[config.mk]
export PLATFORM = sky130hd
export DESIGN_NAME = cta_top
export DESIGN_NICKNAME = d
export VERILOG_FILES = /design/src/shared/cta_pkg.sv /design/src/rtl/cta_low_pick.sv /design/src/rtl/cta_sync2.sv /design/src/rtl/cta_top.sv
export SDC_FILE = /design/constraint.sdc
export NUM_CORES = 1
export LEC_CHECK = 0
export BUFFER_PORTS_ARGS = -buffer_cell sky130_fd_sc_hd__buf_2
export CORE_MARGIN = 3
export CORE_UTILIZATION = 26
export DETAILED_ROUTE_END_ITERATION = 7
export PLACE_DENSITY_LB_ADDON = 0.15
export SLEW_MARGIN = 20
export SYNTH_ARGS = -nofsm -noshare
export SYNTH_HDL_FRONTEND = slang
export SYNTH_SLANG_ARGS = --single-unit
[constraint.sdc]
create_clock -name clk -period 4.48 [get_ports clk]
set_clock_uncertainty 0.1 [all_clocks]
set_input_delay 0.224 -clock clk [delete_from_list [all_inputs] [get_ports clk]]
set_output_delay 0.224 -clock clk [all_outputs]
set_load 0.02 [all_outputs]
[src/shared/cta_pkg.sv]
// Constants shared by the transmit abort, buffer select and filter control block
package cta_pkg;

	////////////////////////////////////////////////////////////////////////////
	// Bus geometry
	localparam int ADDR_W = 12;
	localparam int DATA_W = 32;
	localparam int IDX_W = 8;
	localparam int IDX_LSB = 2;
	localparam int BYTE_W = 8;

	////////////////////////////////////////////////////////////////////////////
	// Register indices; byte address is four times the index
	localparam logic [IDX_W-1:0] IDX_SEND_FLAG = 8'h06;
	localparam logic [IDX_W-1:0] IDX_ABORT_REQ = 8'h08;
	localparam logic [IDX_W-1:0] IDX_ABORT_ACK = 8'h09;
	localparam logic [IDX_W-1:0] IDX_PICKER = 8'h0a;
	localparam logic [IDX_W-1:0] IDX_FLT_CTRL = 8'h0b;
	localparam logic [IDX_W-1:0] IDX_FACTORY_TEST = 8'h0c;
	localparam logic [IDX_W-1:0] IDX_IRQ_STATUS = 8'h20;
	localparam logic [IDX_W-1:0] IDX_IRQ_MASK = 8'h21;

	////////////////////////////////////////////////////////////////////////////
	// Field layout
	localparam int NBUF = 3;
	localparam int FMODE_LSB = 4;
	localparam int FMODE_W = 2;
	localparam int HIT_LSB = 0;
	localparam int HIT_W = 3;
	localparam logic [FMODE_W-1:0] FMODE_CLOSED = 2'h3;

	// Interrupt status bits: one per buffer free event, abort done, receive hit
	localparam int IRQ_W = 5;
	localparam int IRQ_FREE_LSB = 0;
	localparam int IRQ_ABORT_BIT = 3;
	localparam int IRQ_RXHIT_BIT = 4;

	////////////////////////////////////////////////////////////////////////////
	// Reset values
	localparam logic [NBUF-1:0] RST_SEND_FREE = 3'h7;
	localparam logic [NBUF-1:0] RST_NBUF_ZERO = 3'h0;
	localparam logic [FMODE_W-1:0] RST_FMODE = 2'h0;
	localparam logic [HIT_W-1:0] RST_HIT = 3'h0;
	localparam logic [BYTE_W-1:0] RST_TEST = 8'h00;
	localparam logic [IRQ_W-1:0] RST_IRQ = 5'h00;
	localparam logic [DATA_W-1:0] RST_DATA = 32'h0000_0000;

endpackage

[src/rtl/cta_low_pick.sv]
// Keeps only the lowest-numbered set bit of a select vector
`timescale 1ns/1ps
`default_nettype none
module cta_low_pick (
	// Select vector
	input wire logic [cta_pkg::NBUF-1:0] vec,
	// One-hot result, zero when nothing is set
	output logic [cta_pkg::NBUF-1:0] onehot
);
	import cta_pkg::*;

	logic [NBUF:0] below;

	assign below[0] = 1'b0;
	generate
		for (genvar i = 0; i < NBUF; i++) begin : g_bit
			assign below[i+1] = below[i] | vec[i];
			assign onehot[i] = vec[i] & ~below[i];
		end
	endgenerate
endmodule
`default_nettype wire

[src/rtl/cta_sync2.sv]
// Two-flop synchroniser for a level arriving from outside the clock domain
`timescale 1ns/1ps
`default_nettype none
module cta_sync2 (
	// Clocking
	input wire logic clk,
	input wire logic rst_n,
	input wire logic ce,
	// Level
	input wire logic async_in,
	output logic sync_out
);
	logic stage1;

	always_ff @(posedge clk or negedge rst_n) begin
		if (!rst_n) begin
			stage1 <= 1'b0;
			sync_out <= 1'b0;
		end else if (ce) begin
			stage1 <= async_in;
			sync_out <= stage1;
		end
	end
endmodule
`default_nettype wire

[src/rtl/cta_top.sv]
// Transmit abort acknowledge, buffer select and acceptance filter control with APB access
//
// Operation
// - Abort acknowledge readable always, writes ignored
// - Abort acknowledge held reset during initialization
// - Abort done set only on granted abort
// - Clearing free flag clears abort done
// - Select read shows lowest set bit only
// - Select held reset in init, written only when neither handshake bit is set
// - Lowest set select bit picks the buffer
// - Window blocked for selected scheduled buffer
// - No selection refuses every window access
// - Filter control written only in init
// - Mode field picks filter layout or closed
// - Closed filter accepts no received message
// - Hit field gives matching filter number
// - Hit field follows foreground buffer message
// - Test register reads zero outside test mode
// - Granted abort sets free flag, clears request
// - Sent message sets free flag; software clears
`timescale 1ns/1ps
`default_nettype none
module cta_top (
	// Clocking
	input wire logic clk,
	input wire logic rst_n,
	input wire logic ce,
	// APB slave
	input wire logic psel,
	input wire logic penable,
	input wire logic pwrite,
	input wire logic [cta_pkg::ADDR_W-1:0] paddr,
	input wire logic [cta_pkg::DATA_W-1:0] pwdata,
	output logic [cta_pkg::DATA_W-1:0] prdata,
	output logic pready,
	output logic pslverr,
	// Controller mode handshake
	input wire logic init_request,
	input wire logic init_ack,
	// Transmitter events, one-cycle pulses per buffer
	input wire logic [cta_pkg::NBUF-1:0] tx_sent,
	input wire logic [cta_pkg::NBUF-1:0] tx_abort_grant,
	// Receiver foreground buffer load
	input wire logic rx_shift,
	input wire logic [cta_pkg::HIT_W-1:0] rx_hit,
	// Special test mode pin
	input wire logic test_mode_pin,
	// Transmitter side status
	output logic [cta_pkg::NBUF-1:0] send_slot_free_flag,
	output logic [cta_pkg::NBUF-1:0] abort_request_bit,
	output logic [cta_pkg::NBUF-1:0] window_sel,
	output logic window_open,
	// Filter side status
	output logic [cta_pkg::FMODE_W-1:0] filter_mode_field,
	output logic filter_closed,
	output logic rx_accept,
	// Interrupt
	output logic irq
);
	import cta_pkg::*;

	////////////////////////////////////////////////////////////////////////////
	// Declarations
	logic init_mode;
	logic run_mode;
	logic test_mode;
	logic setup_ph;
	logic access_ph;
	logic wr_en;
	logic rd_done;
	logic [IDX_W-1:0] idx;
	logic addr_ok;
	logic hit_sel;
	logic [BYTE_W-1:0] wbyte;
	logic [NBUF-1:0] abort_done_flag;
	logic [NBUF-1:0] picker;
	logic [NBUF-1:0] picker_low;
	logic [HIT_W-1:0] filter_hit_field;
	logic [BYTE_W-1:0] test_scratch;
	logic [IRQ_W-1:0] irq_status;
	logic [IRQ_W-1:0] irq_mask;
	logic [IRQ_W-1:0] irq_events;
	logic [IRQ_W-1:0] irq_reported;
	logic [NBUF-1:0] sent_ok;
	logic [NBUF-1:0] abort_ok;
	logic [NBUF-1:0] free_set;
	logic [NBUF-1:0] free_clr;
	logic [NBUF-1:0] next_free;
	logic [NBUF-1:0] next_picker_low;
	logic rx_take;
	logic [BYTE_W-1:0] next_rbyte;
	logic next_err;

	////////////////////////////////////////////////////////////////////////////
	// Mode decode
	// Both handshake bits from controller logic on this clock, so no synchroniser
	assign init_mode = init_request & init_ack;
	assign run_mode = ~init_request & ~init_ack;

	cta_sync2 u_test_sync (
		.clk(clk),
		.rst_n(rst_n),
		.ce(ce),
		.async_in(test_mode_pin),
		.sync_out(test_mode)
	);

	////////////////////////////////////////////////////////////////////////////
	// APB decode
	assign idx = paddr[IDX_LSB +: IDX_W];
	assign setup_ph = psel & ~penable;
	assign access_ph = psel & penable & pready;
	assign wr_en = access_ph & pwrite & ~pslverr;
	assign rd_done = access_ph & ~pwrite & ~pslverr;
	assign wbyte = pwdata[BYTE_W-1:0];
	assign hit_sel = (paddr[IDX_LSB-1:0] == '0) && (paddr[ADDR_W-1:IDX_LSB+IDX_W] == '0);

	always_comb begin
		case (idx)
			IDX_SEND_FLAG,
			IDX_ABORT_REQ,
			IDX_ABORT_ACK,
			IDX_PICKER,
			IDX_FLT_CTRL,
			IDX_FACTORY_TEST,
			IDX_IRQ_STATUS,
			IDX_IRQ_MASK: addr_ok = hit_sel;
			default: addr_ok = 1'b0;
		endcase
	end

	// Read data built in the setup cycle and registered for the access cycle
	always_comb begin
		next_rbyte = '0;
		next_err = ~addr_ok;
		case (idx)
			IDX_SEND_FLAG: next_rbyte[NBUF-1:0] = send_slot_free_flag;
			IDX_ABORT_REQ: next_rbyte[NBUF-1:0] = abort_request_bit;
			IDX_ABORT_ACK: next_rbyte[NBUF-1:0] = abort_done_flag;
			IDX_PICKER: next_rbyte[NBUF-1:0] = picker_low;
			IDX_FLT_CTRL: begin
				next_rbyte[FMODE_LSB +: FMODE_W] = filter_mode_field;
				next_rbyte[HIT_LSB +: HIT_W] = filter_hit_field;
			end
			IDX_FACTORY_TEST: next_rbyte = test_mode ? test_scratch : RST_TEST;
			IDX_IRQ_STATUS: next_rbyte[IRQ_W-1:0] = irq_status;
			IDX_IRQ_MASK: next_rbyte[IRQ_W-1:0] = irq_mask;
			default: next_rbyte = '0;
		endcase
	end

	// One wait-free answer: pready rises in the first access cycle
	always_ff @(posedge clk or negedge rst_n) begin
		if (!rst_n) begin
			pready <= 1'b0;
			pslverr <= 1'b0;
			prdata <= RST_DATA;
		end else if (ce) begin
			if (setup_ph) begin
				pready <= 1'b1;
				pslverr <= next_err;
				prdata <= pwrite ? RST_DATA : {{(DATA_W-BYTE_W){1'b0}}, next_rbyte};
			end else begin
				pready <= 1'b0;
				pslverr <= 1'b0;
			end
		end
	end

	////////////////////////////////////////////////////////////////////////////
	// Transmit free flags
	// Events only count for a buffer that is actually scheduled
	assign sent_ok = tx_sent & ~send_slot_free_flag;
	assign abort_ok = tx_abort_grant & abort_request_bit & ~send_slot_free_flag & ~tx_sent;
	assign free_set = sent_ok | abort_ok;
	assign free_clr = (wr_en && idx == IDX_SEND_FLAG && run_mode) ?
		(wbyte[NBUF-1:0] & send_slot_free_flag) : RST_NBUF_ZERO;
	// Set beats clear, though a clear only hits a flag already set
	assign next_free = (send_slot_free_flag & ~free_clr) | free_set;

	always_ff @(posedge clk or negedge rst_n) begin
		if (!rst_n) begin
			send_slot_free_flag <= RST_SEND_FREE;
		end else if (ce) begin
			send_slot_free_flag <= next_free;
		end
	end

	////////////////////////////////////////////////////////////////////////////
	// Abort requests: software can set, a set free flag or init mode clears
	always_ff @(posedge clk or negedge rst_n) begin
		if (!rst_n) begin
			abort_request_bit <= RST_NBUF_ZERO;
		end else if (ce) begin
			if (init_mode) begin
				abort_request_bit <= RST_NBUF_ZERO;
			end else if (wr_en && idx == IDX_ABORT_REQ && run_mode) begin
				abort_request_bit <= (abort_request_bit | wbyte[NBUF-1:0]) & ~next_free;
			end else begin
				abort_request_bit <= abort_request_bit & ~next_free;
			end
		end
	end

	////////////////////////////////////////////////////////////////////////////
	// Abort acknowledge; no write path exists for it
	always_ff @(posedge clk or negedge rst_n) begin
		if (!rst_n) begin
			abort_done_flag <= RST_NBUF_ZERO;
		end else if (ce) begin
			if (init_mode) begin
				abort_done_flag <= RST_NBUF_ZERO;
			end else begin
				// A normal send never sets it, so software can tell the outcomes apart
				abort_done_flag <= (abort_done_flag & ~free_clr) | abort_ok;
			end
		end
	end

	////////////////////////////////////////////////////////////////////////////
	// Transmit buffer select
	always_ff @(posedge clk or negedge rst_n) begin
		if (!rst_n) begin
			picker <= RST_NBUF_ZERO;
		end else if (ce) begin
			if (init_mode) begin
				picker <= RST_NBUF_ZERO;
			end else if (wr_en && idx == IDX_PICKER && run_mode) begin
				// Zero write leaves nothing selected until a later write
				picker <= wbyte[NBUF-1:0];
			end
		end
	end

	cta_low_pick u_pick_now (
		.vec(picker),
		.onehot(picker_low)
	);

	// Window decode follows the picker one cycle later
	cta_low_pick u_pick_next (
		.vec(init_mode ? RST_NBUF_ZERO : picker),
		.onehot(next_picker_low)
	);

	always_ff @(posedge clk or negedge rst_n) begin
		if (!rst_n) begin
			window_sel <= RST_NBUF_ZERO;
			window_open <= 1'b0;
		end else if (ce) begin
			window_sel <= next_picker_low;
			// Closed when nothing selected, or the selection is still queued
			window_open <= |(next_picker_low & next_free);
		end
	end

	////////////////////////////////////////////////////////////////////////////
	// Acceptance filter control
	always_ff @(posedge clk or negedge rst_n) begin
		if (!rst_n) begin
			filter_mode_field <= RST_FMODE;
			filter_closed <= 1'b0;
		end else if (ce) begin
			if (wr_en && idx == IDX_FLT_CTRL && init_mode) begin
				// Hit bits of the written byte are dropped
				filter_mode_field <= wbyte[FMODE_LSB +: FMODE_W];
				filter_closed <= (wbyte[FMODE_LSB +: FMODE_W] == FMODE_CLOSED);
			end
		end
	end

	// Closed filter blocks any foreground reload
	assign rx_take = rx_shift & ~filter_closed;

	always_ff @(posedge clk or negedge rst_n) begin
		if (!rst_n) begin
			rx_accept <= 1'b0;
		end else if (ce) begin
			rx_accept <= rx_take;
		end
	end

	always_ff @(posedge clk or negedge rst_n) begin
		if (!rst_n) begin
			filter_hit_field <= RST_HIT;
		end else if (ce) begin
			if (rx_take) begin
				filter_hit_field <= rx_hit;
			end
		end
	end

	////////////////////////////////////////////////////////////////////////////
	// Factory test register, a scratch byte only reachable in test mode
	always_ff @(posedge clk or negedge rst_n) begin
		if (!rst_n) begin
			test_scratch <= RST_TEST;
		end else if (ce) begin
			if (wr_en && idx == IDX_FACTORY_TEST && test_mode) begin
				test_scratch <= wbyte;
			end
		end
	end

	////////////////////////////////////////////////////////////////////////////
	// Interrupts
	assign irq_events[IRQ_FREE_LSB +: NBUF] = free_set;
	assign irq_events[IRQ_ABORT_BIT] = |abort_ok;
	assign irq_events[IRQ_RXHIT_BIT] = rx_take;

	// Only bits that the read returned are cleared, so a later event survives
	assign irq_reported = (rd_done && idx == IDX_IRQ_STATUS) ? prdata[IRQ_W-1:0] : RST_IRQ;

	always_ff @(posedge clk or negedge rst_n) begin
		if (!rst_n) begin
			irq_status <= RST_IRQ;
		end else if (ce) begin
			irq_status <= (irq_status & ~irq_reported) | irq_events;
		end
	end

	always_ff @(posedge clk or negedge rst_n) begin
		if (!rst_n) begin
			irq_mask <= RST_IRQ;
		end else if (ce) begin
			if (wr_en && idx == IDX_IRQ_MASK) begin
				irq_mask <= wbyte[IRQ_W-1:0];
			end
		end
	end

	// Registered, so it trails the status bit by one cycle
	always_ff @(posedge clk or negedge rst_n) begin
		if (!rst_n) begin
			irq <= 1'b0;
		end else if (ce) begin
			irq <= |(irq_status & irq_mask);
		end
	end

endmodule
`default_nettype wire

==> results.md <==
- Core Box Area: 0.0115 mm2
- Share of layout cells above drive strength 1: 32.1%
- Worst setup SP type: primary input
- Switching Fraction: roughly 26%
- Placed Instances: 493
- Final net count: 420
- Post-Syn Instances: 297
- Sequential power share: 50.2%
- Synth Register Bits: 54
- Comb power frac: 11.4%
- RSZ-0062 raised after global routing: false
- Setup Viol. Count Final: 0
- FF+latch area: 0.00136 mm2
- Post-Synth Simple-Gate Area: 18.5%
- Compound-Gate Fraction of Synth Area: approximately 16%
- Pin count of the biggest net entering global routing: 55
- Core Util, Final: around 31%
- WHS: -0.0481 ns
- Core Rows: 39
- Failing checks: hold timing
- Post-route ant nets: 0
- Number of global-route vias before repair: between 2000 and 3000
- Worst slack, placed: 1.76 ns
- Post-Synth Adder-Cell Area: 0%
- Filler instances: 1205
- Count leader, synth: dfrtp_1
- Synth area leader: dfrtp_1
- Post-synth top area share: a little over two fifths
- Clock H-tree levels: 2
- Crit path max fanout: 14
- Peak supply drop: 0.162 mV
- Sink Count: 54
- Hold Fails Final Rpt: 30
- Global placer's final weighted congestion: ~0.8
- # port buffers: 63
- Yosys warns: 0
- ANT cells: 0
- Post-DP HPWL: about 7000 um
- Die Span X: 115 um
- DRC errors left: 0
- Initial drt markers: 130
- Antenna violations before repair: 0
- Total Routing Usage GR: 14.4%
- Vias per cell: 4.96
- Postcts setup bufs: 0
- Clock-pin slew on the worst setup and hold paths: 0.07 ns
- Clk buf depth: 2
- Root buffer cell: clkbuf_16
- Multi-input combinational cell area: about 0.0015 mm2
- Setup WS post-layout: 2.06 ns
- Worst endpoint required time: 4.55 ns
- Pwr Density: 285 mW/mm2
- Net switching power figure: 0.000263 W
- Starting Density: 26.7%
- Commonest register cell after synthesis: dfrtp_1
- Largest cells by area after synthesis: dfrtp_1 (42%), mux2_2 (7.7%), buf_4 (5.9%), mux2i_1 (3.6%), nand2_1 (3.1%)
- Fin Setup TNS: 0 ns
- Clock power frac: a little under two fifths
- First-pass GRT wire length: 14500 um
- Max-cap violations: 0
- Status: finished, violations left
- Grt ovf: 0
- Asr flop ratio synth: 100%
- Area grow syn2layout: 16.8%
- Layout Cells excl Fill: 501
- Drt pass-1 iters: 4
- Post-synth top cells: dfrtp_1 (51), nand2_1 (25), buf_4 (24)
- Cts hold-fix bufs: 0
- Worst-margin pin slew: between 0.7 and 0.8 ns
- Avg Inst Size Synth: just over 10 um2
- Die H: 115 um
- Cts repair resizes: 0
- Syn Std Cell Area: 0.00306 mm2
- WL final: 9210 um
- Post-Synth XOR/XNOR Area: 0%
- Largest family of logic cells by synthesized area: simple AND/OR/NAND/NOR gates
- FMAX: 0.414 GHz
- Number of clock buffers inserted by TritonCTS: 5
- DR WL/cell: approximately 18 um
- Crit path DAT: 2.49 ns
- Minimum clock period: 2.42 ns
- Internal: roughly 0.00076 W
- WS Path Type: in -> reg
- Via count: 2484
- Yosys cell types: 59
- Max-slew violations: 0
- Period utilization: 53.9%
- Mux cell area share after synthesis: 12.0%
- CP Capture Type: register
- Leakage power: 1.71 nW
- CTS tree: yes
- Register area share after synthesis: 44.2%
- Worst slew margin: 51.8%
- Die area: 0.0131 mm2
- Post-synth EDFFs: 0
- I/O pin cnt: 112
- Min-Delay Path Class: in -> async
- Clock latency at the later pin of the worst-skew pair: 0.29 ns
## critical path: stages
cell and delay (ns):
buf_2 0.20, nor4_1 0.63, and3_1 0.43, nand4_1 0.53
mux2_2 0.47
## metrics by stage
step / cell area [um2] / total power (W)
2_1_floorplan: 3150 / 0.000599
3_3_place_gp: 3430 / 0.000640
3_5_place_dp: 3430 / 0.000640
4_1_cts: 3580 / 0.00104
5_1_grt: 3580 / 0.00107
6_report: 3580 / 0.00102
## final timing paths
check | start | to | slack, ns | cells past startpoint
setup / recovery | paddr[3] | test_scratch[3] | 2.06 | 5
hold / removal | rst_n | picker[0] | -0.05 | 2
setup reg to reg | pslverr | abort_done_flag[1] | 2.37 | 4
hold reg to reg | window_sel[0] | window_sel[0] | 0.39 | 1
max in group asynchronous | rst_n | prdata[2] | 3.82 | 2
min in group clk | test_mode_pin | u_test_sync.stage1 | 0.06 | 2
## state kept, by name, summed over array words and instances (netlist names), 2 cells and up
| name | cells |
|---|---|
| abort_done_flag | 3 |
| abort_request_bit | 3 |
| filter_hit_field | 3 |
| filter_mode_field | 2 |
| irq_mask | 5 |
| irq_status | 5 |
| picker | 3 |
| prdata | 8 |
| send_slot_free_flag | 3 |
| test_scratch | 8 |
| window_sel | 3 |
## area by class of cell
class                   count  share of cell area, %
clock buffers               7                   3.98
flip-flops and latches     54                   37.9
clock inverters             1                  0.140
repair buffers             64                   9.02
well taps                 143                   5.00
multi-input cells         219                   42.6
inverters                  13                   1.36
## placed cells by master, fill, tap and decap left out, drive strengths merged, types with 2 or more instances in the layout
cell type,Yosys,layout
a221oi,2,2
clkbuf,6,7
a22oi,4,4
or4,4,4
a311o,2,2
a211oi,2,2
nand3,7,7
a32oi,3,3
conb,1,24
nor3,10,10
mux2,21,21
nor4,4,4
a32o,2,2
nand2b,2,2
nor2b,4,4
nor2,15,15
dfrtp,51,51
inv,13,13
and2,5,5
o211ai,3,3
a21oi,8,8
o311ai,2,2
a31o,6,6
o2bb2ai,2,2
or3b,4,4
nand4,3,3
a21o,6,6
and4b,2,2
a22o,3,3
nor4bb,2,2
buf,28,64
a21bo,2,2
mux2i,11,11
o21ai,7,7
dfstp,3,3
a31oi,5,5
nand2,25,25
## logic make-up after synthesis
family          after synthesis
flops                        54
mux                          33
other cells                   1
buf+inv                      47
compound gates               66
simple gates                 96
## power groups by stage
stage | registers (W) | clock network (W) | logic, W
after floorplan | 0.000520 | 0 | 0.0000786
after global placement | 0.000522 | 0 | 0.000117
after detailed placement | 0.000522 | 0 | 0.000118
after CTS | 0.000513 | 0.000410 | 0.000118
after global routing | 0.000515 | 0.000428 | 0.000129
final | 0.000513 | 0.000392 | 0.000117
## routing by layer
layer	up-vias	global-route usage, %	share of wire (%)
li1	1181	-	-
met1	1193	20.6	48
met2	104	22.0	44
met3	6	3.70	7.2
met4	0	2.93	0.99
met5	-	0	0
Power figures use the tool's default switching activity.
